==> config.mk <==
export PLATFORM = sky130hd
export DESIGN_NAME = lec_status_readout
export DESIGN_NICKNAME = d
export VERILOG_FILES = /design/src/rtl/lec_pkg.sv /design/src/rtl/lec_status_readout.sv /design/src/rtl/lec_sat_counter.sv
export SDC_FILE = /design/constraint.sdc
export NUM_CORES = 1
export LEC_CHECK = 0
export BUFFER_PORTS_ARGS = -buffer_cell sky130_fd_sc_hd__buf_4
export CORE_MARGIN = 5
export CORE_UTILIZATION = 45
export DETAILED_ROUTE_END_ITERATION = 10
export PLACE_DENSITY = 0.72
export SYNTH_ARGS = -nofsm -noshare
export SYNTH_HDL_FRONTEND = slang
export SYNTH_SLANG_ARGS = --single-unit
==> constraint.sdc <==
create_clock -name core_clk -period 2.8 [get_ports core_clk]
set_input_delay 0.28 -clock core_clk [delete_from_list [all_inputs] [get_ports core_clk]]
set_output_delay 0.28 -clock core_clk [all_outputs]
set_load 0.02 [all_outputs]
==> src/rtl/lec_pkg.sv <==
// Package for the lane error count status readout.
// Assumes an 8-bit configuration register space addressed by byte offset.
package lec_pkg;

    // ------------------------------------------------------------------
    // Register offsets
    // ------------------------------------------------------------------
    localparam logic [7:0] LANE0_ERROR_COUNT_LOW_OFS  = 8'h18;
    localparam logic [7:0] LANE0_ERROR_COUNT_HIGH_OFS = 8'h19;
    localparam logic [7:0] LANE1_ERROR_COUNT_LOW_OFS  = 8'h1A;
    localparam logic [7:0] LANE1_ERROR_COUNT_HIGH_OFS = 8'h1B;
    localparam logic [7:0] LANE2_ERROR_COUNT_LOW_OFS  = 8'h1C;
    localparam logic [7:0] LANE2_ERROR_COUNT_HIGH_OFS = 8'h1D;
    localparam logic [7:0] LANE3_ERROR_COUNT_LOW_OFS  = 8'h1E;
    localparam logic [7:0] LANE3_ERROR_COUNT_HIGH_OFS = 8'h1F;
    localparam logic [7:0] POWER_MODE_STATUS_OFS      = 8'h20;

    // ------------------------------------------------------------------
    // Field layout
    // ------------------------------------------------------------------
    localparam int         COUNT_WIDTH      = 12;
    localparam int         LANE_COUNT       = 4;
    localparam int         LOW_BYTE_MSB     = 7;
    localparam int         HIGH_NIBBLE_MSB  = 11;
    localparam int         HIGH_NIBBLE_LSB  = 8;
    localparam int         POWERDOWN_BIT    = 7;
    localparam int         STANDBY_BIT      = 6;
    localparam logic [3:0] RESERVED_NIBBLE  = 4'h0;
    localparam logic [5:0] RESERVED_STATUS  = 6'h00;

    // ------------------------------------------------------------------
    // Reset values
    // ------------------------------------------------------------------
    localparam logic [11:0] COUNT_RESET     = 12'h000;
    localparam logic [7:0]  READ_RESET      = 8'h00;
    localparam logic        FLAG_RESET      = 1'b0;

    // ------------------------------------------------------------------
    // Error source selector codes
    // ------------------------------------------------------------------
    typedef enum logic [2:0] {
        SRC_DISPARITY = 3'h0,
        SRC_FIFO      = 3'h1,
        SRC_OVERFLOW  = 3'h2,
        SRC_UNDERFLOW = 3'h3,
        SRC_DESKEW    = 3'h4
    } lec_source_e;

endpackage

==> src/rtl/lec_status_readout.sv <==
// Lane error count and power mode status readout of the receive pattern verifier.
// Assumes all inputs come from logic on core_clk; the host reaches the registers
// through a simple byte-wide configuration port decoded upstream of this block.
`timescale 1ns/1ps

// Contract
// - Register 0x19 shows lane 0 count bits 11:8 in its low nibble, upper nibble reads zero, reset zero.
// - Lane 1 count is 12 bits, low byte at 0x1A and top nibble in the low nibble of 0x1B, both reset zero.
// - Lane 2 count is 12 bits, low byte at 0x1C and top nibble in the low nibble of 0x1D, both reset zero.
// - Lane 3 count is 12 bits, low byte at 0x1E and top nibble in the low nibble of 0x1F.
// - Counters update by hardware alone and host writes to them do nothing.
// - Bit 7 of 0x20 reads one in power-down and zero otherwise, reset zero.
// - Bit 6 of 0x20 reads one in standby and zero otherwise, bits 5:0 read zero.
// - Register 0x18 holds the low byte of the lane 0 count, completing it with 0x19.
// - A 3-bit selector picks the counted error: disparity, FIFO, overflow, underflow or deskew; others count nothing.
// - A rising edge of the clear control bit clears all lane counters to zero.
// - A lane counts only while its verify enable bit is set.
module lec_status_readout
    import lec_pkg::*;
#(
    parameter int LANES = LANE_COUNT
) (
    // Clock, reset and enable
    input  wire logic             core_clk,
    input  wire logic             rstn,
    input  wire logic             clkEn,
    // Configuration port
    input  wire logic [7:0]       regAddr,
    input  wire logic             regRdEn,
    input  wire logic             regWrEn,
    input  wire logic [7:0]       regWrData,
    output logic [7:0]            regRdData,
    output logic                  regRdValid,
    // Verifier controls
    input  wire logic [2:0]       errorSourceSelect,
    input  wire logic [LANES-1:0] laneVerifyEnable,
    input  wire logic             errorCountClear,
    // Per-lane error sources
    input  wire logic [LANES-1:0] disparityError,
    input  wire logic [LANES-1:0] fifoError,
    input  wire logic [LANES-1:0] fifoOverflow,
    input  wire logic [LANES-1:0] fifoUnderflow,
    input  wire logic [LANES-1:0] deskewEvent,
    // Power mode
    input  wire logic             powerdownMode,
    input  wire logic             standbyMode,
    // Status flags
    output logic                  powerdownFlag,
    output logic                  standbyFlag
);

    // ------------------------------------------------------------------
    // State
    // ------------------------------------------------------------------
    logic                   clearPrev_reg;
    logic                   clearPrev_next;
    logic                   powerdownFlag_reg;
    logic                   powerdownFlag_next;
    logic                   standbyFlag_reg;
    logic                   standbyFlag_next;
    logic [7:0]             regRdData_reg;
    logic [7:0]             regRdData_next;
    logic                   regRdValid_reg;
    logic                   regRdValid_next;
    logic                   clearPulse;
    logic [LANES-1:0]       laneErrorEvent;
    logic [LANES-1:0]       laneCountEn;
    logic [COUNT_WIDTH-1:0] laneErrorCount [LANES];
    logic                   writeIgnored;

    // ------------------------------------------------------------------
    // Error source selection
    // ------------------------------------------------------------------
    always_comb begin
        case (lec_source_e'(errorSourceSelect))
            SRC_DISPARITY: laneErrorEvent = disparityError;
            SRC_FIFO:      laneErrorEvent = fifoError;
            SRC_OVERFLOW:  laneErrorEvent = fifoOverflow;
            SRC_UNDERFLOW: laneErrorEvent = fifoUnderflow;
            SRC_DESKEW:    laneErrorEvent = deskewEvent;
            default:       laneErrorEvent = '0;
        endcase
    end

    assign laneCountEn = laneErrorEvent & laneVerifyEnable;
    assign clearPulse  = errorCountClear && !clearPrev_reg;

    // ------------------------------------------------------------------
    // Lane counters
    // ------------------------------------------------------------------
    for (genvar lane = 0; lane < LANES; lane++) begin : gLane
        lec_sat_counter #(
            .WIDTH   (COUNT_WIDTH)
        ) uCounter (
            .core_clk(core_clk),
            .rstn    (rstn),
            .clkEn   (clkEn),
            .clear   (clearPulse),
            .countEn (laneCountEn[lane]),
            .count   (laneErrorCount[lane])
        );
    end

    // ------------------------------------------------------------------
    // Register read and status next values
    // ------------------------------------------------------------------
    // Writes never reach counter or flag state; every field here is read-only.
    assign writeIgnored = regWrEn;

    always_comb begin
        clearPrev_next     = errorCountClear;
        powerdownFlag_next = powerdownMode;
        standbyFlag_next   = standbyMode;
        regRdValid_next    = regRdEn && !writeIgnored;
        regRdData_next     = regRdData_reg;
        if (regRdEn && !writeIgnored) begin
            case (regAddr)
                LANE0_ERROR_COUNT_LOW_OFS:
                    regRdData_next = laneErrorCount[0][LOW_BYTE_MSB:0];
                LANE0_ERROR_COUNT_HIGH_OFS:
                    regRdData_next = {RESERVED_NIBBLE, laneErrorCount[0][HIGH_NIBBLE_MSB:HIGH_NIBBLE_LSB]};
                LANE1_ERROR_COUNT_LOW_OFS:
                    regRdData_next = laneErrorCount[1][LOW_BYTE_MSB:0];
                LANE1_ERROR_COUNT_HIGH_OFS:
                    regRdData_next = {RESERVED_NIBBLE, laneErrorCount[1][HIGH_NIBBLE_MSB:HIGH_NIBBLE_LSB]};
                LANE2_ERROR_COUNT_LOW_OFS:
                    regRdData_next = laneErrorCount[2][LOW_BYTE_MSB:0];
                LANE2_ERROR_COUNT_HIGH_OFS:
                    regRdData_next = {RESERVED_NIBBLE, laneErrorCount[2][HIGH_NIBBLE_MSB:HIGH_NIBBLE_LSB]};
                LANE3_ERROR_COUNT_LOW_OFS:
                    regRdData_next = laneErrorCount[3][LOW_BYTE_MSB:0];
                LANE3_ERROR_COUNT_HIGH_OFS:
                    regRdData_next = {RESERVED_NIBBLE, laneErrorCount[3][HIGH_NIBBLE_MSB:HIGH_NIBBLE_LSB]};
                POWER_MODE_STATUS_OFS:
                    regRdData_next = {powerdownFlag_reg, standbyFlag_reg, RESERVED_STATUS};
                default:
                    regRdData_next = READ_RESET;
            endcase
        end
    end

    // ------------------------------------------------------------------
    // Registers
    // ------------------------------------------------------------------
    always_ff @(posedge core_clk or negedge rstn) begin
        if (!rstn) begin
            clearPrev_reg     <= FLAG_RESET;
            powerdownFlag_reg <= FLAG_RESET;
            standbyFlag_reg   <= FLAG_RESET;
            regRdData_reg     <= READ_RESET;
            regRdValid_reg    <= FLAG_RESET;
        end else if (clkEn) begin
            clearPrev_reg     <= clearPrev_next;
            powerdownFlag_reg <= powerdownFlag_next;
            standbyFlag_reg   <= standbyFlag_next;
            regRdData_reg     <= regRdData_next;
            regRdValid_reg    <= regRdValid_next;
        end
    end

    assign regRdData     = regRdData_reg;
    assign regRdValid    = regRdValid_reg;
    assign powerdownFlag = powerdownFlag_reg;
    assign standbyFlag   = standbyFlag_reg;

endmodule

==> src/rtl/lec_sat_counter.sv <==
// One lane's saturating error counter.
// Assumes clear and count come from logic on the same clock.
`timescale 1ns/1ps

module lec_sat_counter
    import lec_pkg::*;
#(
    parameter int WIDTH = COUNT_WIDTH
) (
    // Clock and reset
    input  wire logic             core_clk,
    input  wire logic             rstn,
    input  wire logic             clkEn,
    // Control
    input  wire logic             clear,
    input  wire logic             countEn,
    // Count value
    output logic [WIDTH-1:0]      count
);

    logic [WIDTH-1:0] count_reg;
    logic [WIDTH-1:0] count_next;

    always_comb begin
        count_next = count_reg;
        if (clear) begin
            count_next = '0;
        end else if (countEn && (count_reg != {WIDTH{1'b1}})) begin
            count_next = count_reg + {{(WIDTH-1){1'b0}}, 1'b1};
        end
    end

    always_ff @(posedge core_clk or negedge rstn) begin
        if (!rstn) begin
            count_reg <= '0;
        end else if (clkEn) begin
            count_reg <= count_next;
        end
    end

    assign count = count_reg;

endmodule

==> results.py <==
metrics = {
    "worst_setup_path": {
        "required_ns": 3.04,
        "worstSetupEndpointType": "flop",
        "cp_slowest_cell": "o41a_1",
        "crit_path_max_fanout": 7,
        "crit_buf_inv": 0,
        "critPathTopFamily": "compound AO/OA/AOI/OAI gates",
        "worstSetupPathType": "flop to flop",
        "worst_path_largest_cell_delay_ns": 0.43,
        "path_cells": "ha_1, nand4_1, o41a_1, o21ai_1, nor2_1, mux2_2",
        "crit_path_start_kind": "flop",
        "crit_arrival_ns": 2.43,
    },
    "final_layout": {
        "multi_input_area_sq_um": 2380,
        "num_antenna_cells": 0,
        "fill_cells": 818,
        "syn_to_final_growth_pct": 16.0,
        "layout-drive-gt1-share_pct": 17.9,
        "largest_register_ffs": 48,
        "final_nets": 572,
        "fin_cells": 629,
        "regArea_sq_um": 1500,
        "final_util_pct": 53.8,
    },
    "floorplanning": {
        "core_area_sq_um": 8760,
        "die_height_um": 105,
        "ioPinCount": 62,
        "initial_core_util_pct": 46.3,
        "rows": 34,
        "die_w_um": 105,
        "fp.dieArea_sq_um": 11000,
    },
    "global_routing": {
        "grt_first_pass_wirelength_um": 18700,
        "track_usage_pct": 20.5,
        "grt_max_degree": 61,
        "grt_overflow": 0,
        "antenna_found_initial": 0,
        "grt_pass1_vias": 3745,
    },
    "detailed_routing": {
        "met3_length_um": 784,
        "highest_layer": "met4",
        "post_drt_wl_per_cell_um": 17.7,
        "drt_first_iter_violations": 223,
        "wl_met1_um": 5120,
        "totalWireLength_um": 11200,
        "dr_wl_met2_um": 5030,
        "routed_via_density": 6.38,
        "first_pass_iters": 5,
        "antenna_left": 0,
        "drc_errors": 0,
        "route.vias.total": 4014,
    },
    "synthesis": {
        "syn_area_per_cell_sq_um": 8.50,
        "yosysWarnings": 0,
        "syn_inst": 478,
        "ys_ff_latch": 60,
        "syn-num-nets": 533,
        "synth_cell_types": 62,
        "seq_area_frac_synth_pct": 37.0,
        "async_flop_share_pct": 100,
        "syn_area_sq_um": 4060,
        "synth_edf_count": 0,
        "synthFlopType": "dfrtp_1",
    },
    "sta": {
        "post-route-min-period_ns": 2.20,
        "rsz0062_at_grt": "false",
        "setup_slack_ns": 0.603,
        "final_hold_viol_count": 2,
        "setup_viol": 0,
        "tightestPinTransition_ns": 0.788,
        "hold_slack_ns": -0.00683,
        "fmaxAchievable_mhz": 455,
        "drv_slew": 0,
        "relSlewSlack_pct": 47.3,
        "setup_tns_ns": 0,
        "finClkSkew_ns": 0.0102,
        "finalCritPeriodShare_pct": 78.5,
    },
    "cts": {
        "post_cts_resized": 0,
        "cts_buffers": 9,
        "clock_tree.buffer_depth": 2,
        "path_clk_slew_ns": 0.07,
        "cts_tree": "done",
        "cts_sinks": 60,
        "clock-root-buffer": "clkbuf_8",
        "post-cts-setup-buffer-count": 0,
        "clkLatencyLatePin_ns": 0.35,
        "cts_hold_buffers": 0,
        "ctsHtreeMaxLevel": 3,
    },
    "place": {
        "dp.cells": 614,
        "portBuffers": 53,
        "dp_hpwl_um": 8030,
        "gp_congestion": 0.932,
        "pre_cts_slack_ns": 0.600,
    },
    "pwr": {
        "vdd_drop_max_mv": 0.230,
        "p_leak_nw": 1.98,
        "power_density_nw_per_um2": 492,
    },
    "job": {
        "cap_violations": 0,
    },
    "outcome": {
        "status": "finished, violations left",
        "violations": "hold timing",
    },
    "hold_path": {
        "hp-class": "input port to async pin",
    },
}
[layer usage]
metal	global-route usage [%]	up-vias
li1	-	1913
met1	28.7	1928
met2	31.7	156
met3	3.58	17
met4	7.85	0
met5	0	-
[stage by stage]
step / area, sq um / total power, mW
6_report: 4710 / 2.32
3_3_place_gp: 4510 / 1.48
3_5_place_dp: 4510 / 1.50
4_1_cts: 4710 / 2.32
2_1_floorplan: 4060 / 1.33
5_1_grt: 4710 / 2.43
[kinds of logic (layout without fill, tap and decap cells)]
kind of cell    Yosys count  count (layout)  share of synthesized area [%]
flops                    60              60                           37.0
compound gates          121             121                           21.4
fa+ha+maj                 4               4                           1.23
simple gates            222             222                           28.5
mux                      25              25                           7.30
buf+inv                  46              89                           4.59
[cell usage after synthesis, types with 2 or more instances]
library cell | n | area, sq um
nand2_1 | 70 | 263
dfrtp_1 | 60 | 1500
nand3_1 | 47 | 235
clkbuf_1 | 25 | 93.8
nor2_1 | 22 | 82.6
o211ai_1 | 18 | 135
nand4_1 | 16 | 100
inv_1 | 15 | 56.3
mux2i_1 | 15 | 150
a21oi_1 | 14 | 70.1
o21ai_0 | 12 | 60.1
nor3_1 | 11 | 55.1
or4_1 | 11 | 82.6
a31oi_1 | 9 | 56.3
o21ai_1 | 9 | 45.0
nor4_1 | 8 | 50.1
a211o_1 | 7 | 61.3
mux2_2 | 7 | 78.8
a22oi_1 | 5 | 37.5
and3_1 | 5 | 31.3
o22ai_1 | 5 | 31.3
o311ai_0 | 5 | 43.8
a221oi_1 | 4 | 35.0
a22o_1 | 4 | 35.0
a31o_2 | 4 | 35.0
and4_1 | 4 | 35.0
ha_1 | 4 | 50.1
o21a_1 | 4 | 30.0
and2_1 | 3 | 18.8
mux4_2 | 3 | 67.6
nand2b_1 | 3 | 18.8
nor2b_1 | 3 | 18.8
nor3b_1 | 3 | 22.5
nor4b_1 | 3 | 26.3
o311ai_1 | 3 | 26.3
o31ai_1 | 3 | 22.5
a21o_1 | 2 | 15.0
buf_2 | 2 | 10.0
nand2b_4 | 2 | 27.5
o22a_1 | 2 | 17.5
o32a_1 | 2 | 20.0
or2_2 | 2 | 12.5
or3_1 | 2 | 12.5
or4b_1 | 2 | 20.0
[worst paths after layout]
path                                            start                          to  slack, ns  depth (start not counted)
max                        gLane[3].uCounter.count[0]  gLane[3].uCounter.count[0]       0.60                          6
min                                              rstn  gLane[0].uCounter.count[8]     -0.007                          1
max reg2reg                gLane[3].uCounter.count[0]  gLane[3].uCounter.count[0]       0.60                          6
min reg2reg                                regRdValid                  regRdValid       0.48                          1
max in group asynchronous                        rstn  gLane[0].uCounter.count[1]       2.26                          1
min in group core_clk                     standbyMode                 standbyFlag       0.14                          3
[placed cells by master (no fill, tap or decap), types with 8 or more instances in the layout]
cell,instances
inv_1,15
buf_4,58
dfrtp_1,60
nor4_1,8
mux2i_1,15
nand3_1,47
o21ai_0,12
or4_1,11
nor2_1,22
nor3_1,11
a21oi_1,14
clkbuf_8,12
nand2_1,70
o211ai_1,18
nand4_1,16
a31oi_1,9
o21ai_1,9
[where the power goes]
group | internal, mW | switching (mW) | leakage (nW) | total [mW]
registers | 0.949 | 0.132 | 0.779 | 1.08
clock network | 0.480 | 0.347 | 0.103 | 0.827
logic | 0.190 | 0.221 | 1.10 | 0.411
total | 1.62 | 0.700 | 1.98 | 2.32
[worst reg2reg max path, delay by kind of cell, from the launching register on]
| kind | cells | cell delay [ns] |
|---|---|---|
| AOI/OAI and AO/OA | 2 | 0.73 |
| and+or+nand+nor | 2 | 0.41 |
| DFF | 1 | 0.40 |
| muxes | 1 | 0.28 |
| adders and majority gates | 1 | 0.27 |
[cell type report]
| class | instances | share of cell area (%) |
|---|---|---|
| clock buffers | 14 | 3.67 |
| multi-input cells | 372 | 50.4 |
| inverters | 16 | 1.27 |
| clock inverters | 1 | 0.637 |
| flip-flops and latches | 60 | 31.9 |
| well taps | 108 | 2.87 |
| repair buffers | 58 | 9.24 |
No activity file was read; power rests on OpenSTA's default activity.
